### src/rspc_pkg.sv
package rspc_pkg;

    // Register map of the host port (word addresses)
    localparam logic [3:0] RSPC_ADDR_CFG    = 4'h0;
    localparam logic [3:0] RSPC_ADDR_OPSTAT = 4'h1;
    localparam logic [3:0] RSPC_ADDR_STATUS = 4'h2;
    localparam logic [3:0] RSPC_ADDR_INTMSK = 4'h3;
    localparam logic [3:0] RSPC_ADDR_EVENT  = 4'h4;
    localparam logic [3:0] RSPC_ADDR_DONE   = 4'h5;

    // Configuration register fields
    localparam int RSPC_CFG_SOFT_RST_BIT  = 0;
    localparam int RSPC_CFG_START_EXEC_BIT  = 1;
    localparam int RSPC_CFG_STYLE = 2;
    localparam int RSPC_CFG_INHA  = 3;
    localparam int RSPC_CFG_INHB  = 4;
    localparam logic [15:0] RSPC_CFG_RST = 16'h0000;

    // Operational status fields: address 4:0, parity 5, write protect 6
    localparam int RSPC_OP_PAR  = 5;
    localparam int RSPC_OP_LOCK = 6;

    // Interrupt status bits
    localparam int RSPC_EV_READY = 0;
    localparam int RSPC_EV_COPY  = 1;
    localparam int RSPC_EV_PARE  = 2;
    localparam int RSPC_EV_W     = 3;

    // Auto-initialization ranges
    localparam logic [14:0] RSPC_RANGE_FULL  = 15'h7fff;
    localparam logic [14:0] RSPC_RANGE_SMALL = 15'h03ff;

    // Interrupt pulse width
    localparam int RSPC_PULSE_NS  = 500;
    localparam int RSPC_CLK_NS    = 50;
    localparam int RSPC_PULSE_CYC = (RSPC_PULSE_NS + RSPC_CLK_NS - 1) / RSPC_CLK_NS;

    typedef enum logic [2:0] {
        RSPC_IDLE,
        RSPC_MEMTEST,
        RSPC_AUTOINIT,
        RSPC_READY,
        RSPC_COPY
    } rspc_state_t;

endpackage : rspc_pkg

### src/rspc_if.sv
interface rspc_if;
    logic        start;
    logic [14:0] last_addr;
    logic        busy;
    logic        done;

    modport master (output start, output last_addr, input busy, input done);
    modport worker (input start, input last_addr, output busy, output done);
endinterface : rspc_if

### src/rspc_walker.sv
// Address walker standing in for one RAM or EEPROM pass
module rspc_walker
    import rspc_pkg::*;
(
    input  wire logic clk,
    input  wire logic rst_n,
    input  wire logic soft_clr,
    rspc_if.worker    wk
);

    logic [14:0] addr_r;
    logic        busy_r;
    logic        done_r;

    assign wk.busy = busy_r;
    assign wk.done = done_r;

    // One address per clock up to the requested last address
    always_ff @(posedge clk or negedge rst_n) begin
        if (!rst_n) begin
            addr_r <= 15'h0000;
            busy_r <= 1'b0;
            done_r <= 1'b0;
        end else if (soft_clr) begin
            addr_r <= 15'h0000;
            busy_r <= 1'b0;
            done_r <= 1'b0;
        end else begin
            done_r <= 1'b0;
            if (wk.start && !busy_r) begin
                addr_r <= 15'h0000;
                busy_r <= 1'b1;
            end else if (busy_r) begin
                if (addr_r == wk.last_addr) begin
                    busy_r <= 1'b0;
                    done_r <= 1'b1;
                end else begin
                    addr_r <= addr_r + 15'h0001;
                end
            end
        end
    end

endmodule : rspc_walker

### src/rspc_top.sv
// What this block does
// - Both interrupt pins hw_irq_n and msg_irq_n are active low, pulse or level chosen by a config bit; irq is active high.
// - Master reset pin low resets; writing the software reset bit also resets.
// - Memory test over all RAM after reset unless test-disable input is high.
// - Auto-init enable high at reset release copies EEPROM into registers and RAM.
// - Range-select picks 0x7FFF or 0x03FF end; ignored without auto-init.
// - Copy input starts writing registers and tables out to the EEPROM.
// - Address straps and parity latched into operational status at reset release.
// - Latched write-protect bit blocks host writes to address and parity.
// - Each bus transmit inhibit is pin OR config bit.
// - Ready low during init or test; execution starts once start bit set.
//
// The placing of the registers and the plain strobed port were chosen for this implementation.
module rspc_top
    import rspc_pkg::*;
(
    input  wire logic        clk,
    input  wire logic        rst_n,
    input  wire logic        master_rst_n,
    input  wire logic        ram_test_disable,
    input  wire logic        auto_init_en,
    input  wire logic        init_range_small,
    input  wire logic        eeprom_copy_req,
    input  wire logic [4:0]  term_addr_strap,
    input  wire logic        term_addr_parity,
    input  wire logic        addr_lock,
    input  wire logic        tx_inhibit_a,
    input  wire logic        tx_inhibit_b,
    input  wire logic        hw_event,
    input  wire logic        msg_event,
    input  wire logic [3:0]  reg_addr,
    input  wire logic [15:0] reg_wdata,
    input  wire logic        reg_wr,
    input  wire logic        reg_rd,
    output logic [15:0]      reg_rdata,
    output logic             hw_irq_n,
    output logic             msg_irq_n,
    output logic             ready,
    output logic             exec_en,
    output logic             tx_dis_a,
    output logic             tx_dis_b,
    output logic             irq
);

    ////////////////////////////////////////////////////////////////////////////
    // Pin synchronisers: three stages, change counts when stages 2 and 3 agree

    localparam int NPIN = 13;
    logic [NPIN-1:0] pin_raw;
    logic [NPIN-1:0] s1_r;
    logic [NPIN-1:0] s2_r;
    logic [NPIN-1:0] s3_r;
    logic [NPIN-1:0] pin_r;

    assign pin_raw = {master_rst_n, ram_test_disable, auto_init_en, init_range_small,
                      eeprom_copy_req, term_addr_strap, term_addr_parity, addr_lock,
                      tx_inhibit_a};

    // Pins reset to their pulled idle levels
    always_ff @(posedge clk or negedge rst_n) begin
        if (!rst_n) begin
            s1_r  <= 13'h1000;
            s2_r  <= 13'h1000;
            s3_r  <= 13'h1000;
            pin_r <= 13'h1000;
        end else begin
            s1_r <= pin_raw;
            s2_r <= s1_r;
            s3_r <= s2_r;
            for (int i = 0; i < NPIN; i++) begin
                if (s2_r[i] == s3_r[i]) begin
                    pin_r[i] <= s3_r[i];
                end
            end
        end
    end

    logic inhb_s1_r, inhb_s2_r, inhb_s3_r, inhb_r;

    // Bus B inhibit pin, same filter
    always_ff @(posedge clk or negedge rst_n) begin
        if (!rst_n) begin
            inhb_s1_r <= 1'b0;
            inhb_s2_r <= 1'b0;
            inhb_s3_r <= 1'b0;
            inhb_r    <= 1'b0;
        end else begin
            inhb_s1_r <= tx_inhibit_b;
            inhb_s2_r <= inhb_s1_r;
            inhb_s3_r <= inhb_s2_r;
            if (inhb_s2_r == inhb_s3_r) begin
                inhb_r <= inhb_s3_r;
            end
        end
    end

    logic       mr_n_q;
    logic       mtoff_q, aen_q, small_q, copy_q, par_q, lock_q, inha_q;
    logic [4:0] rta_q;
    assign {mr_n_q, mtoff_q, aen_q, small_q, copy_q, rta_q, par_q, lock_q, inha_q} = pin_r;

    ////////////////////////////////////////////////////////////////////////////
    // Reset sources and edge detection

    logic [15:0] cfg_r;
    logic        mr_n_d_r;
    logic        copy_d_r;
    logic        mr_rise;
    logic        copy_rise;
    logic        soft_rst;

    assign mr_rise   = mr_n_q && !mr_n_d_r;
    assign copy_rise = copy_q && !copy_d_r;
    assign soft_rst  = !mr_n_q || (reg_wr && reg_addr == RSPC_ADDR_CFG
                                   && reg_wdata[RSPC_CFG_SOFT_RST_BIT]);

    // Edge history registers
    always_ff @(posedge clk or negedge rst_n) begin
        if (!rst_n) begin
            mr_n_d_r <= 1'b1;
            copy_d_r <= 1'b0;
        end else begin
            mr_n_d_r <= mr_n_q;
            copy_d_r <= copy_q;
        end
    end

    ////////////////////////////////////////////////////////////////////////////
    // Sequencer

    rspc_state_t state_r;
    logic        aen_lat_r;
    logic        small_lat_r;
    logic        mtoff_lat_r;
    logic        copy_pend_r;
    rspc_if      wk_if ();
    logic        wk_start;
    logic [14:0] wk_last;

    assign wk_if.start     = wk_start;
    assign wk_if.last_addr = wk_last;

    rspc_walker u_walker (
        .clk      (clk),
        .rst_n    (rst_n),
        .soft_clr (soft_rst),
        .wk       (wk_if.worker)
    );

    // Straps caught by a clocked process at the reset release edge
    always_ff @(posedge clk or negedge rst_n) begin
        if (!rst_n) begin
            aen_lat_r   <= 1'b0;
            small_lat_r <= 1'b0;
            mtoff_lat_r <= 1'b0;
        end else if (mr_rise) begin
            aen_lat_r   <= aen_q;
            small_lat_r <= aen_q && small_q;
            mtoff_lat_r <= mtoff_q;
        end
    end

    // Range of the auto-init pass
    assign wk_last  = (state_r == RSPC_AUTOINIT && small_lat_r) ? RSPC_RANGE_SMALL
                                                                 : RSPC_RANGE_FULL;
    assign wk_start = (state_r == RSPC_MEMTEST || state_r == RSPC_AUTOINIT
                       || state_r == RSPC_COPY) && !wk_if.busy && !wk_if.done;

    // Main sequence: memory test, then auto-init, then ready
    always_ff @(posedge clk or negedge rst_n) begin
        if (!rst_n) begin
            state_r <= RSPC_IDLE;
        end else if (!mr_n_q) begin
            state_r <= RSPC_IDLE;
        end else begin
            unique case (state_r)
                RSPC_IDLE: begin
                    if (mr_rise || mr_n_d_r) begin
                        if (!mtoff_q) begin
                            state_r <= RSPC_MEMTEST;
                        end else if (aen_q) begin
                            state_r <= RSPC_AUTOINIT;
                        end else begin
                            state_r <= RSPC_READY;
                        end
                    end
                end
                RSPC_MEMTEST: begin
                    if (wk_if.done) begin
                        state_r <= aen_lat_r ? RSPC_AUTOINIT : RSPC_READY;
                    end
                end
                RSPC_AUTOINIT: begin
                    if (wk_if.done) begin
                        state_r <= RSPC_READY;
                    end
                end
                RSPC_READY: begin
                    if (copy_pend_r) begin
                        state_r <= RSPC_COPY;
                    end
                end
                RSPC_COPY: begin
                    if (wk_if.done) begin
                        state_r <= RSPC_READY;
                    end
                end
            endcase
        end
    end

    // A copy request that arrives during init waits for ready
    always_ff @(posedge clk or negedge rst_n) begin
        if (!rst_n) begin
            copy_pend_r <= 1'b0;
        end else if (!mr_n_q) begin
            copy_pend_r <= 1'b0;
        end else if (copy_rise) begin
            copy_pend_r <= 1'b1;
        end else if (state_r == RSPC_COPY) begin
            copy_pend_r <= 1'b0;
        end
    end

    ////////////////////////////////////////////////////////////////////////////
    // Registers

    logic [6:0] opstat_r;
    logic [3:0] evt_r;
    logic [3:0] mask_r;
    logic [3:0] evt_set;
    logic       parity_bad;
    logic       host_ok;

    // Host access is illegal while ready is low
    assign host_ok    = (state_r == RSPC_READY);
    assign parity_bad = ~^{rta_q, par_q};

    // Configuration register; software reset clears it and self-clears
    always_ff @(posedge clk or negedge rst_n) begin
        if (!rst_n) begin
            cfg_r <= RSPC_CFG_RST;
        end else if (soft_rst) begin
            cfg_r <= RSPC_CFG_RST;
        end else if (reg_wr && host_ok && reg_addr == RSPC_ADDR_CFG) begin
            cfg_r <= reg_wdata;
        end
    end

    // Operational status: straps latched on reset release
    always_ff @(posedge clk or negedge rst_n) begin
        if (!rst_n) begin
            opstat_r <= 7'h00;
        end else if (mr_rise) begin
            opstat_r <= {lock_q, par_q, rta_q};
        end else if (reg_wr && host_ok && reg_addr == RSPC_ADDR_OPSTAT
                     && !opstat_r[RSPC_OP_LOCK]) begin
            opstat_r[RSPC_OP_PAR:0] <= reg_wdata[RSPC_OP_PAR:0];
        end
    end

    assign evt_set = {1'b0, mr_rise && parity_bad,
                      state_r == RSPC_COPY && wk_if.done,
                      state_r != RSPC_READY && state_r != RSPC_COPY
                      && state_r != RSPC_IDLE && wk_if.done};

    // Sticky events, cleared by reading; a new event wins over the clear
    always_ff @(posedge clk or negedge rst_n) begin
        if (!rst_n) begin
            evt_r <= 4'h0;
        end else if (reg_rd && reg_addr == RSPC_ADDR_EVENT) begin
            evt_r <= evt_set;
        end else begin
            evt_r <= evt_r | evt_set;
        end
    end

    // Interrupt mask
    always_ff @(posedge clk or negedge rst_n) begin
        if (!rst_n) begin
            mask_r <= 4'h0;
        end else if (reg_wr && reg_addr == RSPC_ADDR_INTMSK) begin
            mask_r <= reg_wdata[3:0];
        end
    end

    // Read data, one cycle after the strobe, zero otherwise
    always_ff @(posedge clk or negedge rst_n) begin
        if (!rst_n) begin
            reg_rdata <= 16'h0000;
        end else if (reg_rd) begin
            unique case (reg_addr)
                RSPC_ADDR_CFG:    reg_rdata <= cfg_r;
                RSPC_ADDR_OPSTAT: reg_rdata <= {9'h000, opstat_r};
                RSPC_ADDR_STATUS: reg_rdata <= {10'h000, mtoff_lat_r, small_lat_r,
                                                aen_lat_r, copy_pend_r, host_ok, exec_en};
                RSPC_ADDR_INTMSK: reg_rdata <= {12'h000, mask_r};
                RSPC_ADDR_EVENT:  reg_rdata <= {12'h000, evt_r};
                default:          reg_rdata <= 16'h0000;
            endcase
        end else begin
            reg_rdata <= 16'h0000;
        end
    end

    ////////////////////////////////////////////////////////////////////////////
    // Outputs

    // Ready, execution and transmit inhibits
    always_ff @(posedge clk or negedge rst_n) begin
        if (!rst_n) begin
            ready    <= 1'b0;
            exec_en  <= 1'b0;
            tx_dis_a <= 1'b0;
            tx_dis_b <= 1'b0;
            irq      <= 1'b0;
        end else begin
            ready    <= host_ok || state_r == RSPC_COPY;
            exec_en  <= host_ok && cfg_r[RSPC_CFG_START_EXEC_BIT];
            tx_dis_a <= inha_q || cfg_r[RSPC_CFG_INHA];
            tx_dis_b <= inhb_r || cfg_r[RSPC_CFG_INHB];
            irq      <= |(evt_r & mask_r);
        end
    end

    logic [3:0] hw_cnt_r;
    logic [3:0] msg_cnt_r;

    // Active-low interrupt pins: pulse stretched to a fixed width, or level
    always_ff @(posedge clk or negedge rst_n) begin
        if (!rst_n) begin
            hw_cnt_r  <= 4'h0;
            msg_cnt_r <= 4'h0;
            hw_irq_n  <= 1'b1;
            msg_irq_n <= 1'b1;
        end else if (cfg_r[RSPC_CFG_STYLE]) begin
            hw_cnt_r  <= 4'h0;
            msg_cnt_r <= 4'h0;
            hw_irq_n  <= !hw_event;
            msg_irq_n <= !msg_event;
        end else begin
            hw_cnt_r  <= hw_event ? 4'(RSPC_PULSE_CYC) : (hw_cnt_r != 4'h0 ? hw_cnt_r - 4'h1 : 4'h0);
            msg_cnt_r <= msg_event ? 4'(RSPC_PULSE_CYC) : (msg_cnt_r != 4'h0 ? msg_cnt_r - 4'h1 : 4'h0);
            hw_irq_n  <= !(hw_event || hw_cnt_r > 4'h1);
            msg_irq_n <= !(msg_event || msg_cnt_r > 4'h1);
        end
    end

    ////////////////////////////////////////////////////////////////////////////
    // Assertions

    property p_inh_a;
        @(posedge clk) disable iff (!rst_n)
        (inha_q || cfg_r[RSPC_CFG_INHA]) |=> tx_dis_a;
    endproperty
    a_inh_a: assert property (p_inh_a) else $error("bus A inhibit missed");

    property p_inh_b;
        @(posedge clk) disable iff (!rst_n)
        (!inhb_r && !cfg_r[RSPC_CFG_INHB]) |=> !tx_dis_b;
    endproperty
    a_inh_b: assert property (p_inh_b) else $error("bus B inhibit stuck");

    property p_latch;
        @(posedge clk) disable iff (!rst_n)
        mr_rise |=> opstat_r[4:0] == $past(rta_q);
    endproperty
    a_latch: assert property (p_latch) else $error("address not latched");

    property p_lock;
        @(posedge clk) disable iff (!rst_n)
        (opstat_r[RSPC_OP_LOCK] && !mr_rise) |=> $stable(opstat_r);
    endproperty
    a_lock: assert property (p_lock) else $error("locked address changed");

    property p_ready;
        @(posedge clk) disable iff (!rst_n)
        (state_r == RSPC_MEMTEST || state_r == RSPC_AUTOINIT) |=> !ready;
    endproperty
    a_ready: assert property (p_ready) else $error("ready high during init");

    property p_exec;
        @(posedge clk) disable iff (!rst_n)
        exec_en |-> $past(cfg_r[RSPC_CFG_START_EXEC_BIT]) && $past(host_ok);
    endproperty
    a_exec: assert property (p_exec) else $error("exec without start bit");

    property p_copy_once;
        @(posedge clk) disable iff (!rst_n)
        (copy_q && copy_d_r && !copy_pend_r) |=> !copy_pend_r;
    endproperty
    a_copy_once: assert property (p_copy_once) else $error("held copy retriggered");

    property p_level;
        @(posedge clk) disable iff (!rst_n)
        (cfg_r[RSPC_CFG_STYLE] && hw_event) |=> !hw_irq_n;
    endproperty
    a_level: assert property (p_level) else $error("level irq missing");

    property p_soft_rst_bit;
        @(posedge clk) disable iff (!rst_n)
        soft_rst |=> cfg_r == RSPC_CFG_RST;
    endproperty
    a_soft_rst_bit: assert property (p_soft_rst_bit) else $error("soft reset ignored");

    property p_skip;
        @(posedge clk) disable iff (!rst_n)
        (state_r == RSPC_IDLE && mr_rise && mtoff_q) |=> state_r != RSPC_MEMTEST;
    endproperty
    a_skip: assert property (p_skip) else $error("test not skipped");

endmodule : rspc_top

### config.mk
export PLATFORM = sky130hd
export DESIGN_NAME = rspc_top
export DESIGN_NICKNAME = d
export VERILOG_FILES = /design/src/rspc_pkg.sv /design/src/rspc_if.sv /design/src/rspc_walker.sv /design/src/rspc_top.sv
export SDC_FILE = /design/constraint.sdc
export NUM_CORES = 1
export LEC_CHECK = 0
export BUFFER_PORTS_ARGS = -buffer_cell sky130_fd_sc_hd__buf_2
export CAP_MARGIN = 10
export CORE_MARGIN = 2
export CORE_UTILIZATION = 57
export CTS_CLUSTER_DIAMETER = 100
export DETAILED_ROUTE_END_ITERATION = 6
export GPL_ROUTABILITY_DRIVEN = 0
export PLACE_DENSITY = 0.9
export SKIP_LAST_GASP = 1
export SYNTH_ARGS = -nofsm -noshare
export SYNTH_HDL_FRONTEND = slang
export SYNTH_SLANG_ARGS = --single-unit
### constraint.sdc
create_clock -name clk -period 2.35 [get_ports clk]
set_clock_uncertainty 0.05 [all_clocks]
set_input_delay 0.235 -clock clk [delete_from_list [all_inputs] [get_ports clk]]
set_output_delay 0.235 -clock clk [all_outputs]
set_load 0.03 [all_outputs]
-- Word level (Yosys, flattened, before mapping)
Cells that the tools add are included.
- add/sub/neg operators: 3
- bitwise gates (word level): 2
- magnitude comparators: 2
- muxes and demuxes: 40
- reduce and logical (&&, ||, !) cells: 53
- equal/unequal tests: 31
- operators by type and width (cell ; number):
    one-hot mux 16 bit (5 select lines) ; 1
    2-to-1 mux 15 bit ; 5
    2-to-1 mux 16 bit ; 3
    2-to-1 mux 4 bit ; 7
    logical AND 1 bit ; 21
    adder 15 x 1 -> 15 bit, second input constant ; 1
    == test 15 bit ; 1
    2-to-1 mux 1 bit ; 15
    2-to-1 mux 3 bit ; 5
    == test 1 bit ; 14
    2-to-1 mux 6 bit ; 2
    != test 3 x 2 -> 1 bit, second input constant ; 4
    one-hot mux 3 bit (4 select lines) ; 1
    logical NOT 1 bit ; 10
    logical OR 1 bit ; 9
    != test 3 bit, second input constant ; 3
    == test 4 x 2 -> 1 bit, second input constant ; 2
    greater-than comparator 4 x 1 -> 1 bit, second input constant ; 2
    nonzero test 4 bit ; 2
    subtractor 4 x 1 -> 4 bit, second input constant ; 2
    == test 3 x 2 -> 1 bit, second input constant ; 2
    nonzero test 3 bit ; 2
    XNOR reduction 6 bit ; 1
    bitwise AND 4 bit ; 1
    other kinds (14) ; 15
- output and inout bits: 23
- bits of input ports: 40
- logic and storage cells: 176
- bits in registers: 144

-- Depth between registers and ports, before layout
- depth in word-level cells: 8
- mapped depth: 7
- gate-level depth less buffers: 6

-- Cells and area by module
Synthesis repeated with hierarchy kept, for this count alone.
- cells, all modules: 515
- area total of the unflattened synthesis: 6093.3 µm²
- modules (own cells, without submodules) (module ; instances ; area an instance (µm²) ; cells each ; sequential area each (µm²)):
    rspc_top ; 1 ; 4885.9 ; 390 ; 3161.8
    rspc_walker ; 1 ; 1207.4 ; 125 ; 425.4

-- Worst setup path after synthesis
Ideal clock, no wire load.
- kind: register to register
- start: register u_walker.addr_r[13]
- end: register u_walker.addr_r[2]
- data arrival time: 1892 ps
- stages on the path, launching flop included: 7
- required time: 2220 ps
- setup time: 80 ps
- path slack: 327 ps
- cell sequence: dfrtp_1 or4_1 or3_4 a21o_1 buf_6 and3_4 o22ai_2
- longest elaborated chain between the ends: 3
- ends and longest elaborated chain (element ; RTL line ; source):
    from (decl) ; rspc_walker.sv:11 ; logic [14:0] addr_r;
    from (signal assigned) ; rspc_walker.sv:38 ; addr_r <= addr_r + 15'h0001;
    == test 15 bit ; rspc_walker.sv:34 ; if (addr_r == wk.last_addr) begin
    != test 3 x 2 -> 1 bit (no line) ; - ;
    AND reduction 2 bit (no line) ; - ;
No other way between the ends.
A chain may end at the register's enable or synchronous reset.

-- Worst setup path in the final report
- start: register u_walker.addr_r[12]
- end: register u_walker.addr_r[2]
The elaborated chain is that of the path after synthesis.

==> flow_metrics.tcl <==
set metrics [dict create \
    clkTransAtPathRegs_ns 0.07 \
    syn-num-nets 491 \
    synthCells 450 \
    fp.dieW_um 103 \
    io_pins 63 \
    cts_buffer_depth 2 \
    holdWs_ns 0.0367 \
    cts_tree "yes" \
    area_growth_pct 25.5 \
    yosysTopAreaCell "dfrtp_1" \
    io_buffers 62 \
    synth_common_cells "dfrtp_1, nor2_1, nand2_1" \
    tns_ns 0 \
    core_area_um2 9640 \
    initial_core_util 0.580 \
    synth.area.top_cells "dfrtp_1, dfstp_2, a22o_1" \
    grt-ovfl-total 0 \
    rsz0062_at_grt "no" \
    antenna_found_initial 0 \
    cts_resized 0 \
    yosysMostFrequentCell "dfrtp_1" \
    root_buffer "clkbuf_8" \
    cp-start-kind "flip-flop" \
    path_buf_inv 0 \
    synth_area_per_cell_um2 12.4 \
    synth_cell_types 60 \
    ys_warn_count 0 \
    period_needed_ns 2.20 \
    setup_viol 0 \
    r2r_cells 5 \
    synth-edff-count 0 \
    drive_above_1_share 0.233 \
    fillerInstances 623 \
    finalCritPeriodShare 0.938 \
    worstPathArrival_ns 2.61 \
    synth_seq_cells 143 \
    p_leak_nw 3.18 \
    setup_slack_ns 0.147 \
    clock-sinks 143 \
    reg2reg_from "u_walker.addr_r[12]" \
    cts_buffers 17 \
    drt_pass1_iterations 6 \
    ys_async_sr_fraction 1.00 \
    crit_path_max_incr_delay_ns 0.54 \
    postRouteAntennaNets 0 \
    whs_path_depth 3 \
    wl_mm 12.9 \
    ff2ff_setup_slack_ns 0.15 \
    worst_pin_slew_ns 0.918 \
    drc_errors 0 \
    r2r_end "u_walker.addr_r[2]" \
    drv_slew 0 \
    syn-cell-area_um2 5590 \
    final_nets 600 \
    yosys.area.top_type_share 0.609 \
    die_y_um 103 \
    slowest_stage "or4_1" \
    place_area_um2 6080 \
    avgViaCountPerCell 5.88 \
    p_per_area_nw_per_um2 924 \
    crit_fanout 11 \
    diodes 0 \
    maxCapViolCount 0 \
    dp_slack_ns 0.177 \
    hold_path_class "input pin to flip-flop" \
    track_usage 0.272 \
    seq_area_frac_synth 0.642 \
    h-tree-depth 4 \
    insertion_delay_ns 0.54 \
    die_area_um2 10600 \
    fin_area_um2 7020 \
    via_count 4147 \
    critPathKind "flip-flop to flip-flop" \
    wl_per_cell_um 18.3 \
    hold_viol 0 \
    synth_ff_type "dfrtp_1" \
    min_from "reg_addr[2]" \
    path_delay_family "simple AND/OR/NAND/NOR gates" \
    required_ns 2.76 \
    grt_max_degree 59 \
    vdd_drop_max_v 0.000772 \
    cp_cell_sequence "or4_1, or3_4, a21o_1, and3_4, o22ai_2" \
    end_kind "flip-flop" \
    grt_pass1_wl_mm 21.6 \
    max_freq_ghz 0.454 \
    min_to "reg_rdata[6]" \
    outcome "finished clean" \
    num_rows 36 \
    grt_pass1_vias 4397 \
    drtIter0Drc 393 \
    relSlewSlack 0.385 \
    hpwlAfterDp_mm 8.07 \
]
## worst max-delay path by stage
| stage | from | end | slack (ns) | cells after the start |
|---|---|---|---|---|
| after floorplan | u_walker.addr_r[13] | u_walker.addr_r[2] | 0.33 | 6 |
| after global placement | u_walker.addr_r[13] | u_walker.addr_r[2] | 0.26 | 5 |
| after detailed placement | u_walker.addr_r[12] | u_walker.addr_r[2] | 0.18 | 5 |
| after CTS | u_walker.addr_r[12] | u_walker.addr_r[2] | 0.16 | 5 |
| after global routing | u_walker.addr_r[12] | u_walker.addr_r[2] | 0.07 | 5 |
| final | u_walker.addr_r[12] | u_walker.addr_r[2] | 0.15 | 5 |
## cell families (layout without fill, tap and decap cells)
| family | count (synthesis) | after routing | share of synthesized area |
|---|---|---|---|
| buf+inv | 24 | 146 | 0.0195 |
| mux | 23 | 23 | 0.0477 |
| fa+ha+maj | 15 | 15 | 0.0273 |
| xor+xnor | 6 | 6 | 0.00940 |
| simple gates | 136 | 136 | 0.128 |
| flops | 143 | 143 | 0.642 |
| compound gates | 103 | 103 | 0.126 |
## per-layer routing
| metal | wire, um | track usage |
|---|---|---|
| met3 | 770 | 0.0664 |
| met4 | 524 | 0.163 |
| met2 | 6570 | 0.437 |
| met1 | 5050 | 0.336 |
| met5 | 0 | 0 |
## through the flow
stage | power, W | instances | util
floorplan | 0.00349 | 450 | -
global placement | 0.00377 | 638 | 0.631
detailed placement | 0.00386 | 638 | 0.631
CTS | 0.00648 | 705 | 0.728
global route | 0.00676 | 705 | 0.728
finish | 0.00649 | 705 | 0.728
## area by class of cell
type                    count  area, um^2  share of cell area
multi-input cells         283        1890               0.270
flip-flops and latches    143        3590               0.511
repair buffers            108         762               0.109
clock inverters            15         171              0.0244
clock buffers              17         414              0.0590
inverters                   6        22.5             0.00321
well taps                 133         166              0.0237
## power by group
part	internal [W]	total, W	switching, W
Combinational	0.000436	0.00105	0.000614
Clock	0.00137	0.00257	0.00120
Sequential	0.00268	0.00286	0.000183
Total	0.00449	0.00649	0.00200
## state kept, by name, summed over array words and instances, names as in the netlist, 3 cells and up
register / flops
opstat_r: 7
state_r: 3
s3_r: 13
msg_cnt_r: 4
pin_r: 13
u_walker.addr_r: 15
s2_r: 13
reg_rdata: 16
mask_r: 4
hw_cnt_r: 4
evt_r: 3
s1_r: 13
cfg_r: 16
## timing repair
item | 4_1_cts | 5_1_grt
hold endpoints to repair | 108 | 0
hold buffers | 35 | 0
setup buffers | 0 | 0
## cell usage in the layout, fill, tap and decap left out, types with 9 or more instances in the layout
master / n
a21oi_1: 18
dfrtp_1: 136
buf_2: 61
and2_1: 13
dlygate4sd3_1: 35
mux2i_1: 12
nand3_1: 14
mux2_2: 9
nand2_1: 30
a22o_1: 16
nor2_1: 31
clkbuf_16: 16
o21ai_0: 26
buf_4: 10
maj3_1: 14
## tightest hold or removal path, stage by stage
cell and delay [ns]:
buf_2 0.11, or2_2 0.16, nor4_1 0.06
No activity file was read; power rests on OpenSTA's default activity.
